$ cat config.mk
export PLATFORM = sky130hd
export DESIGN_NAME = fpts_regs
export DESIGN_NICKNAME = d
export VERILOG_FILES = /design/src/rtl/fpts_pkg.sv /design/src/rtl/fpts_tag_slot.sv /design/src/rtl/fpts_regs.sv
export VERILOG_INCLUDE_DIRS = /design/src /design/src/rtl
export SDC_FILE = /design/constraint.sdc
export NUM_CORES = 2
export LEC_CHECK = 0
export ABC_AREA = 0
export BUFFER_PORTS_ARGS = -buffer_cell sky130_fd_sc_hd__buf_4
export CORE_AREA = 8 8 272 274
export DETAILED_ROUTE_END_ITERATION = 8
export DIE_AREA = 0 0 280 282
export GPL_TIMING_DRIVEN = 0
export PLACE_DENSITY_LB_ADDON = 0.12
export SKIP_LAST_GASP = 1
export SYNTH_ARGS = -nofsm -noshare
export SYNTH_HDL_FRONTEND = slang
export SYNTH_SLANG_ARGS = --single-unit
$ cat constraint.sdc
create_clock -name core_clk -period 30.9 [get_ports core_clk]
set_input_delay 3.09 -clock core_clk [delete_from_list [all_inputs] [get_ports core_clk]]
set_output_delay 3.09 -clock core_clk [all_outputs]
set_load 0.05 [all_outputs]
$ cat src/rtl/fpts_defs.svh
`ifndef FPTS_DEFS_SVH
`define FPTS_DEFS_SVH

// status word fields
`define FPTS_SW_BUSY_COPY    15
`define FPTS_SW_COND3        14
`define FPTS_SW_TOP_HI       13
`define FPTS_SW_TOP_LO       11
`define FPTS_SW_COND_HI      10
`define FPTS_SW_COND_LO      8
`define FPTS_SW_ERR_SUM      7
`define FPTS_SW_STACK_FAULT  6
`define FPTS_SW_EXC_HI       5

// control word fields
`define FPTS_CW_RND_HI       11
`define FPTS_CW_RND_LO       10
`define FPTS_CW_PREC_HI      9
`define FPTS_CW_PREC_LO      8
`define FPTS_CW_MASK_HI      5
`define FPTS_CW_WRITABLE     16'h0F3F

// reset values
`define FPTS_TAGS_RESET      16'hFFFF
`define FPTS_STATUS_RESET    16'h0000
`define FPTS_CONTROL_RESET   16'h0000

// environment image word indices
`define FPTS_ENV_CONTROL     3'h0
`define FPTS_ENV_STATUS      3'h1
`define FPTS_ENV_TAGS        3'h2
`define FPTS_ENV_IP_LO       3'h3
`define FPTS_ENV_IP_HI       3'h4
`define FPTS_ENV_OP_LO       3'h5
`define FPTS_ENV_OP_HI       3'h6

`endif

$ cat src/rtl/fpts_pkg.sv
package fpts_pkg;
    typedef enum logic [1:0] {
        FPTS_TAG_VALID   = 2'h0,
        FPTS_TAG_ZERO    = 2'h1,
        FPTS_TAG_SPECIAL = 2'h2,
        FPTS_TAG_EMPTY   = 2'h3
    } fpts_tag_t;

    typedef enum logic [1:0] {
        FPTS_RND_NEAREST = 2'h0,
        FPTS_RND_DOWN    = 2'h1,
        FPTS_RND_UP      = 2'h2,
        FPTS_RND_TRUNC   = 2'h3
    } fpts_round_t;

    typedef enum logic [1:0] {
        FPTS_PREC_24  = 2'h0,
        FPTS_PREC_RSV = 2'h1,
        FPTS_PREC_53  = 2'h2,
        FPTS_PREC_64  = 2'h3
    } fpts_prec_t;

    // value class reported by the execution side for a written register
    typedef enum logic [2:0] {
        FPTS_CLS_NORMAL    = 3'h0,
        FPTS_CLS_ZERO      = 3'h1,
        FPTS_CLS_DENORMAL  = 3'h2,
        FPTS_CLS_INFINITY  = 3'h3,
        FPTS_CLS_QNAN      = 3'h4,
        FPTS_CLS_SNAN      = 3'h5,
        FPTS_CLS_UNSUPPORT = 3'h6
    } fpts_class_t;

    typedef enum logic [1:0] {
        FPTS_ST_IDLE  = 2'b00,
        FPTS_ST_STORE = 2'b01,
        FPTS_ST_DONE  = 2'b11
    } fpts_state_t;
endpackage : fpts_pkg

$ cat src/rtl/fpts_tag_slot.sv
`include "fpts_defs.svh"

module fpts_tag_slot
    import fpts_pkg::*;
(
    // clock and reset
    input  wire logic      core_clk,
    input  wire logic      rst,
    // updates
    input  wire logic      init,
    input  wire logic      load,
    input  wire logic [1:0] load_val,
    input  wire logic      wr,
    input  wire fpts_class_t wr_class,
    input  wire logic      free,
    // state
    output logic [1:0]     tag
);
    logic [1:0] tag_reg;
    logic [1:0] tag_next;
    logic [1:0] class_tag;

    // every non-finite or odd format collapses to special
    assign class_tag = (wr_class == FPTS_CLS_NORMAL) ? FPTS_TAG_VALID :
                       (wr_class == FPTS_CLS_ZERO)   ? FPTS_TAG_ZERO  :
                                                       FPTS_TAG_SPECIAL;

    assign tag_next = init ? FPTS_TAG_EMPTY :
                      load ? load_val :
                      wr   ? class_tag :
                      free ? FPTS_TAG_EMPTY : tag_reg;

    always_ff @(posedge core_clk or posedge rst) begin
        if (rst) tag_reg <= 2'h3;
        else     tag_reg <= tag_next;
    end

    assign tag = tag_reg;
endmodule : fpts_tag_slot

$ cat src/rtl/fpts_regs.sv
`include "fpts_defs.svh"

module fpts_regs
    import fpts_pkg::*;
#(
    parameter int NREGS = 8,
    parameter int DW    = 80,
    parameter int AW    = 32
) (
    // clock and reset
    input  wire logic              core_clk,
    input  wire logic              rst,
    // initialization request from the core
    input  wire logic              fp_init,
    // execution results
    input  wire logic              res_wr,
    input  wire logic [2:0]        res_phys,
    input  wire logic [DW-1:0]     res_data,
    input  wire fpts_class_t       res_class,
    input  wire logic              stk_push,
    input  wire logic              stk_pop,
    input  wire logic              free_wr,
    input  wire logic [2:0]        free_phys,
    input  wire logic              cond_wr,
    input  wire logic [3:0]        cond_val,
    input  wire logic [5:0]        exc_raise,
    input  wire logic              stack_fault_raise,
    input  wire logic              clear_exc,
    input  wire logic              ptr_wr,
    input  wire logic [AW-1:0]     instr_ptr_in,
    input  wire logic [AW-1:0]     operand_ptr_in,
    // data register read port
    input  wire logic [2:0]        rd_phys,
    output logic [DW-1:0]          rd_data,
    // environment store/restore port
    input  wire logic              env_store_op,
    input  wire logic              full_state_save_op,
    input  wire logic              env_restore_op,
    input  wire logic [15:0]       env_control_in,
    input  wire logic [15:0]       env_status_in,
    input  wire logic [15:0]       env_tags_in,
    output logic                   env_valid,
    output logic [2:0]             env_index,
    output logic [15:0]            env_word,
    output logic                   env_busy,
    // status, always visible
    output logic [15:0]            fpu_status_word,
    // mode outputs to the execution unit
    output fpts_round_t            rounding_select,
    output fpts_prec_t             precision_select,
    output logic                   trap_req
);
    // storage
    logic [DW-1:0] data_reg [NREGS];
    logic [AW-1:0] instr_ptr_reg;
    logic [AW-1:0] operand_ptr_reg;
    logic [15:0]   control_reg;
    logic [2:0]    stack_top_index_reg;
    logic [3:0]    cond_reg;
    logic          error_summary_reg;
    logic          stack_fault_flag_reg;
    logic [5:0]    exc_reg;
    fpts_state_t   state_reg;
    fpts_state_t   state_next;
    logic [2:0]    idx_reg;
    logic [2:0]    idx_next;
    logic          env_valid_reg;
    logic [15:0]   env_word_reg;
    logic [15:0]   env_word_next;
    logic [2:0]    env_index_reg;

    // decode wires
    logic [15:0]   fpu_register_tags;
    logic [15:0]   status_next_w;
    logic [15:0]   control_next;
    logic [2:0]    top_next;
    logic [3:0]    cond_next;
    logic [5:0]    exc_next;
    logic [5:0]    exc_unmasked;
    logic          error_summary_next;
    logic          stack_fault_next;
    logic          do_restore;
    logic          start_store;
    logic [5:0]    exc_mask;

    assign do_restore  = env_restore_op && (state_reg == FPTS_ST_IDLE);
    assign start_store = (env_store_op || full_state_save_op) && (state_reg == FPTS_ST_IDLE);

    // data registers and tags per physical slot
    genvar g;
    generate
        for (g = 0; g < NREGS; g++) begin : g_slot
            logic hit_wr;
            logic hit_free;
            assign hit_wr   = res_wr && (res_phys == 3'(g));
            assign hit_free = free_wr && (free_phys == 3'(g));

            always_ff @(posedge core_clk or posedge rst) begin
                if (rst) data_reg[g] <= '0;
                else if (hit_wr) data_reg[g] <= res_data;
            end

            fpts_tag_slot u_tag (
                .core_clk (core_clk),
                .rst      (rst),
                .init     (fp_init),
                .load     (do_restore),
                .load_val (env_tags_in[2*g +: 2]),
                .wr       (hit_wr),
                .wr_class (res_class),
                .free     (hit_free),
                .tag      (fpu_register_tags[2*g +: 2])
            );
        end
    endgenerate

    assign rd_data = data_reg[rd_phys];

    // pointer registers capture the instruction and operand locations
    always_ff @(posedge core_clk or posedge rst) begin
        if (rst) begin
            instr_ptr_reg   <= '0;
            operand_ptr_reg <= '0;
        end else if (ptr_wr) begin
            instr_ptr_reg   <= instr_ptr_in;
            operand_ptr_reg <= operand_ptr_in;
        end
    end

    // control word; reserved bits forced to zero so odd writes cannot leak
    assign control_next = do_restore ? (env_control_in & `FPTS_CW_WRITABLE) : control_reg;

    always_ff @(posedge core_clk or posedge rst) begin
        if (rst) control_reg <= `FPTS_CONTROL_RESET;
        else     control_reg <= control_next;
    end

    assign rounding_select  = fpts_round_t'(control_reg[`FPTS_CW_RND_HI:`FPTS_CW_RND_LO]);
    assign precision_select = fpts_prec_t'(control_reg[`FPTS_CW_PREC_HI:`FPTS_CW_PREC_LO]);
    // mask of the incoming control, so a restore never flashes a stale trap
    assign exc_mask         = control_next[`FPTS_CW_MASK_HI:0];

    // a set mask bit suppresses the trap for that exception
    assign exc_unmasked = exc_next & ~exc_mask;

    // status word next state; hardware raise wins over clear
    assign top_next = do_restore ? env_status_in[`FPTS_SW_TOP_HI:`FPTS_SW_TOP_LO] :
                      stk_push   ? stack_top_index_reg - 3'h1 :
                      stk_pop    ? stack_top_index_reg + 3'h1 :
                                   stack_top_index_reg;

    assign cond_next = do_restore ? {env_status_in[`FPTS_SW_COND3],
                                     env_status_in[`FPTS_SW_COND_HI:`FPTS_SW_COND_LO]} :
                       cond_wr    ? cond_val : cond_reg;

    assign exc_next = (do_restore ? env_status_in[`FPTS_SW_EXC_HI:0] :
                       (clear_exc || fp_init) ? 6'h00 : exc_reg) | exc_raise;

    assign stack_fault_next = (do_restore ? env_status_in[`FPTS_SW_STACK_FAULT] :
                               (clear_exc || fp_init) ? 1'b0 : stack_fault_flag_reg)
                              | stack_fault_raise;

    assign error_summary_next = (|exc_unmasked);

    always_ff @(posedge core_clk or posedge rst) begin
        if (rst) begin
            stack_top_index_reg  <= 3'h0;
            cond_reg             <= 4'h0;
            exc_reg              <= 6'h00;
            stack_fault_flag_reg <= 1'b0;
            error_summary_reg    <= 1'b0;
        end else begin
            stack_top_index_reg  <= fp_init ? 3'h0 : top_next;
            cond_reg             <= fp_init ? 4'h0 : cond_next;
            exc_reg              <= exc_next;
            stack_fault_flag_reg <= stack_fault_next;
            error_summary_reg    <= error_summary_next;
        end
    end

    // status assembled combinationally from its fields, no gating on busy
    assign status_next_w = {error_summary_reg,
                            cond_reg[3],
                            stack_top_index_reg,
                            cond_reg[2:0],
                            error_summary_reg,
                            stack_fault_flag_reg,
                            exc_reg};
    assign fpu_status_word = status_next_w;
    assign trap_req        = error_summary_reg;

    // environment store sequencer: streams the image one word a cycle
    always_comb begin
        state_next = state_reg;
        idx_next   = idx_reg;
        case (state_reg)
            FPTS_ST_IDLE: begin
                idx_next = `FPTS_ENV_CONTROL;
                if (start_store) state_next = FPTS_ST_STORE;
            end
            FPTS_ST_STORE: begin
                if (idx_reg == `FPTS_ENV_OP_HI) state_next = FPTS_ST_DONE;
                else idx_next = idx_reg + 3'h1;
            end
            FPTS_ST_DONE: begin
                state_next = FPTS_ST_IDLE;
                idx_next   = `FPTS_ENV_CONTROL;
            end
            default: begin
                state_next = FPTS_ST_IDLE;
                idx_next   = `FPTS_ENV_CONTROL;
            end
        endcase
    end

    // the only path out for the tag word is this image
    always_comb begin
        case (idx_reg)
            `FPTS_ENV_CONTROL: env_word_next = control_reg;
            `FPTS_ENV_STATUS:  env_word_next = status_next_w;
            `FPTS_ENV_TAGS:    env_word_next = fpu_register_tags;
            `FPTS_ENV_IP_LO:   env_word_next = instr_ptr_reg[15:0];
            `FPTS_ENV_IP_HI:   env_word_next = instr_ptr_reg[AW-1:AW-16];
            `FPTS_ENV_OP_LO:   env_word_next = operand_ptr_reg[15:0];
            `FPTS_ENV_OP_HI:   env_word_next = operand_ptr_reg[AW-1:AW-16];
            default:           env_word_next = 16'h0000;
        endcase
    end

    always_ff @(posedge core_clk or posedge rst) begin
        if (rst) begin
            state_reg     <= FPTS_ST_IDLE;
            idx_reg       <= 3'h0;
            env_valid_reg <= 1'b0;
            env_word_reg  <= 16'h0000;
            env_index_reg <= 3'h0;
        end else begin
            state_reg     <= state_next;
            idx_reg       <= idx_next;
            env_valid_reg <= (state_reg == FPTS_ST_STORE);
            env_word_reg  <= env_word_next;
            env_index_reg <= idx_reg;
        end
    end

    // sequencer never stalls the integer side; store and restore requests are ignored while busy
    assign env_valid = env_valid_reg;
    assign env_word  = env_word_reg;
    // index registered with its word; the last word keeps its own slot
    assign env_index = env_index_reg;
    assign env_busy  = (state_reg != FPTS_ST_IDLE);
endmodule : fpts_regs

# After elaboration in Yosys (flattened, before gate mapping)
# Cells that the tools add are included.
op_classes:
  add_sub_neg: 3
  order_cmp: 1
  n_eq_ne: 25
  n_mux: 55
  n_bitwise: 5
  n_reduce_logical: 38
ops:
  columns: ["cell", "count"]
  rows:
  - ["$bmux W80 S3", 1]
  - ["$mux W80", 2]
  - ["$pmux W16 S7", 1]
  - ["$mux W2", 36]
  - ["$reduce_bool A4 Y1", 9]
  - ["$eq A3 B3 Y1 const B", 11]
  - ["$eq A3 B2 Y1 const B", 6]
  - ["$logic_and A1 B1 Y1", 18]
  - ["$mux W3", 6]
  - ["$mux W6", 3]
  - ["$eq A3 B1 Y1 const B", 4]
  - ["$logic_not A3 Y1", 4]
  - ["$mux W4", 3]
  - ["$add A3 B1 Y3 const B", 2]
  - ["$and A6 B6 Y6", 1]
  - ["$ne A2 B2 Y1 const B", 3]
  - ["$not A6 Y6", 1]
  - ["$or A6 B6 Y6", 1]
  - ["$reduce_or A6 Y1", 1]
  - ["$ge A4 B4 Y1 const B", 1]
  - ["$not A3 Y4", 1]
  - ["$pmux W2 S2", 1]
  - ["$reduce_bool A3 Y1", 1]
  - ["$sub A3 B1 Y3 const B", 1]
  - ["other kinds (7)", 9]
totals:
  reg_bits: 770
  in_bits: 228
  output_inout_bits: 122
  wordCells: 157

# Depth between registers and ports, before layout
logic_depth:
  word_depth: 6
  depth_mapped: 8
  mapped_depth_nobuf: 6

# Modules after synthesis
# Synthesis repeated with hierarchy kept, for this count alone.
hier_totals:
  hier_cells: 2503
  hier_area_um2: 34281.6
modules_own_cells:
  columns: ["module", "n_inst", "cells_each", "area_per_inst_um2", "seq_area_each_um2"]
  rows:
  - ["fpts_regs", 1, 2391, 33340.7, 18868.1]
  - ["fpts_tag_slot", 8, 14, 117.6, 52.6]

# Least setup slack after synthesis
# Ideal clock, no wire load.
synth_timing:
  path_kind: "input -> output"
  from: "in rd_phys[0]"
  to: "out rd_data[10]"
  arrival_ns: 4.544
  t_required_ns: 27.810
  path_slack_ns: 23.266
  cell_stages: 5
  cell_sequence: "buf_2 > buf_2 > clkbuf_1 > mux4_2 > mux2_2"
synth_via:
  elab_chain_len: 4
synth_lines:
  columns: ["item", "line_no", "rtl"]
  rows:
  - ["from (decl)", "fpts_regs.sv:33", "input wire logic [2:0] rd_phys,"]
  - ["$not A3 Y4 (implied by the code)", "fpts_regs.sv:117", "assign rd_data = data_reg[rd_phys];"]
  - ["$bmux W80 S3", "fpts_regs.sv:117", null]
  - ["$mux W80 (implied by the code) (2 in series)", "fpts_regs.sv:117", null]
  - ["to (decl)", "fpts_regs.sv:34", "output logic [DW-1:0] rd_data,"]
# Every way passes these cells. The select of a mux whose other input is x is not followed.

# Worst setup path in the final report
layout_timing:
  from: "in rd_phys[1]"
  to: "out rd_data[61]"
# The elaborated chain is that of the path after synthesis.

==> qor.csv <==
metric,value,unit
Tightest Pin Transition,1.134,ns
post-synthesis xor/xnor area fraction,0.02550,%
Mapped Area,34350,µm²
post-synthesis adder-cell area fraction,0.2404,%
R2R cell count,7,
Resized cells post-CTS,0,
Worst Hold Launch,idx_reg[2],
share of the synthesized area in the top cell type,54.93,%
Reg power frac,41.8,%
setup bufs post-CTS,0,
std cell rows,97,
mux cell area share after synthesis,26.10,%
H-tree Lvls,3,
1st-iter DRT viols,2021,
sequential area share after synthesis,56.15,%
clk_lat worst skew,0.62,ns
largest family of logic cells by synthesized area,multiplexers,
WP data arrival,5.82,ns
"FFs w/ async S/R, synth",100.0,%
Final Setup Violations,0,
vias in the first global route,25624,
CTS Hold Bufs,0,
share of cells above drive strength 1,36.23,%
die height,282,µm
Critical Path Most Common Cell,clkbuf_1,
fin crit share,28.83,%
P_sw,0.0009861,W
initial antenna violation count,19,
reg2reg setup slack,28.39,ns
Die X-Extent,280,µm
Logic pwr share,25.9,%
CTS tree,done,
"Avg Cell Area, Syn",12.28,µm²
GRT Total Usage,26.21,%
CP max stage delay,0.72,ns
Cells after Synth,2798,
min Tclk post-route,8.910,ns
gr ovfl total,0,
CTS Buffer Depth,3,
Clock transition at path regs,0.06,ns
Fin Clk Skew,0.008285,ns
"critical path fanouts, max",10,
number of synthesized flops with an enable pin,0,
compound-gate portion of the synthesized area,2.459,%
fillers,5654,
Starting Density,49.40,%
clock share of power,32.3,%
Final Hold Vio Count,0,
Post-layout nets,3458,
DR vias,24006,
WL per Instance,24.42,µm
Max Cap Viol,0,
Design Power,0.003180,W
Worst Hold End,env_index[2],
WP data required,27.81,ns
syn_nets,3032,
RSZ-0062 raised after global routing,false,
yosys warns,0,
Slew Limit Fails,0,
Post-DRT Antenna Nets,0,
ordered cell list for the critical path,"clkbuf_1, buf_2, clkbuf_1, mux4_2, mux2_2, buf_4",
Core Footprint,69540,µm²
post-detail-place hpwl,71.11,mm
clk root buf,clkbuf_16,
RePlAce Congestion,0.8773,
post-synthesis simple-gate area fraction,12.29,%
Pwr Density,77.40,nW/µm²
HP Class,reg -> reg,
FF-to-FF Start,idx_reg[2],
post-synth cell types,49,
Max Clock Freq,0.1122,GHz
Worst VDD drop,45.83,µV
leading area contributor after synthesis,dfrtp_1,
final worst slack,21.99,ns
Slew headroom,24.40,%
CTS Buf Count,83,
Largest register FFs,640,
Yosys reg bits,770,
P&R area growth vs syn,19.61,%
outcome,"finished, final reports clean",
first-pass GRT wire length,158.9,mm
clock sinks,770,
Internal Power,0.002194,W
hold path depth,0,
1st-pass router iterations,9,
startpoint class of the critical path,input pin,
number of port buffers,334,
synth top area cells,"dfrtp_1 55%, mux2_2 15%, nand2_1 11%, mux4_2 10%, dfstp_2 1.2%",
reg2reg end,env_word[14],
DRC Markers,0,
Via density,5.664,
Sw Ratio,31.01,%
I/O pin total,350,
Setup Crit Path Kind,in -> out,
largest net degree at the start of global routing,132,
Leakage,19.17,nW
final WL,103.5,mm
Setup WS pre-CTS,22.05,ns
slowest CP cell,clkbuf_1,
Synth Flop Type,dfrtp_1,
Crit. End Element,output port,
die area,78960,µm²
## logic make-up after synthesis
| logic type | after synthesis |
|---|---|
| compound gates | 104 |
| xor+xnor | 1 |
| fa+ha+maj | 6 |
| buf+inv | 202 |
| flops | 770 |
| mux | 637 |
| simple gates | 1078 |
## through the flow
step | util, % | hold WS (ns) | instance area (µm²) | TNS [ns] | instances
6_report | 59.08 | 0.4228 | 41090 | 0 | 4238
5_1_grt | 59.07 | 0.4400 | 41080 | 0 | 4234
4_1_cts | 59.06 | 0.4249 | 41070 | 0 | 4230
3_5_place_dp | 54.97 | 0.4180 | 38230 | 0 | 4079
3_3_place_gp | 54.69 | 0.4198 | 38040 | -393.46 | 4072
2_1_floorplan | - | 0.3919 | 34350 | 0 | 2798
## routing by layer
layer,vias to the layer above,global-route usage [%],share of wire [%]
met5,-,0,0.13
met4,24,9.044,3.2
met3,188,5.982,7.0
met2,756,43.84,49
met1,12525,33.63,40
li1,10513,-,-
## critical path, delay by kind of cell
| kind | cells | cell delay (ns) |
|---|---|---|
| buffers and inverters | 4 | 1.95 |
| multiplexers | 2 | 0.76 |
## power groups by stage
stage | sequential (W) | clock (W) | combinational (W)
6_report | 0.00133 | 0.00103 | 0.000823
5_1_grt | 0.00135 | 0.00109 | 0.000882
4_1_cts | 0.00133 | 0.00105 | 0.000829
3_5_place_dp | 0.00135 | 0 | 0.000824
3_3_place_gp | 0.00133 | 0 | 0.000802
2_1_floorplan | 0.00137 | 0 | 0.000531
## synthesized netlist by cell type (7+ instances only)
cell type	count
buf_2	40
a221o_1	7
nand2_1	989
a211o_1	7
a211oi_1	17
buf_4	31
dfrtp_1	754
inv_1	9
a21oi_1	16
nor2_1	45
mux4_2	160
dfstp_2	16
a222oi_1	19
a2111oi_0	8
buf_1	8
clkbuf_1	111
mux2_2	467
## final cells by class
class	count	area, µm²	share of cell area, %
Buffer	192	902.1	2.195
Tap cell	940	1176	2.862
Clock buffer	139	2653	6.456
Antenna cell	8	20.02	0.04872
Sequential cell	770	19290	46.94
Multi-Input combinational cell	1826	14130	34.39
Inverter	10	45.04	0.1096
Clock inverter	12	188.9	0.4598
Timing Repair Buffer	341	2688	6.541
## worst max-delay path by stage
stage	start	to	slack (ns)	cells past startpoint
floorplan	rst	cond_reg[0]	6.22	1
global placement	rst	data_reg[424]	-0.60	2
detailed placement	rd_phys[1]	rd_data[61]	22.05	6
CTS	rd_phys[1]	rd_data[14]	22.03	6
global route	rd_phys[1]	rd_data[61]	21.99	6
finish	rd_phys[1]	rd_data[61]	21.99	6
## layout by cell type, fill, tap and decap left out, types with 7 or more instances in the layout
cell       Yosys  final
nand2_1      989    989
dfrtp_1      754    754
mux2_2       467    467
buf_4         31    365
mux4_2       160    160
clkbuf_1     111    135
clkbuf_16      0     87
nor2_1        45     43
buf_2         40     40
clkbuf_8       0     28
a222oi_1      19     19
a211oi_1      17     17
a21oi_1       16     16
dfstp_2       16     16
diode_2        0      8
inv_1          9      8
buf_1          8      8
a2111oi_0      8      8
a211o_1        7      7
a221o_1        7      7
Power figures use the tool's default switching activity.
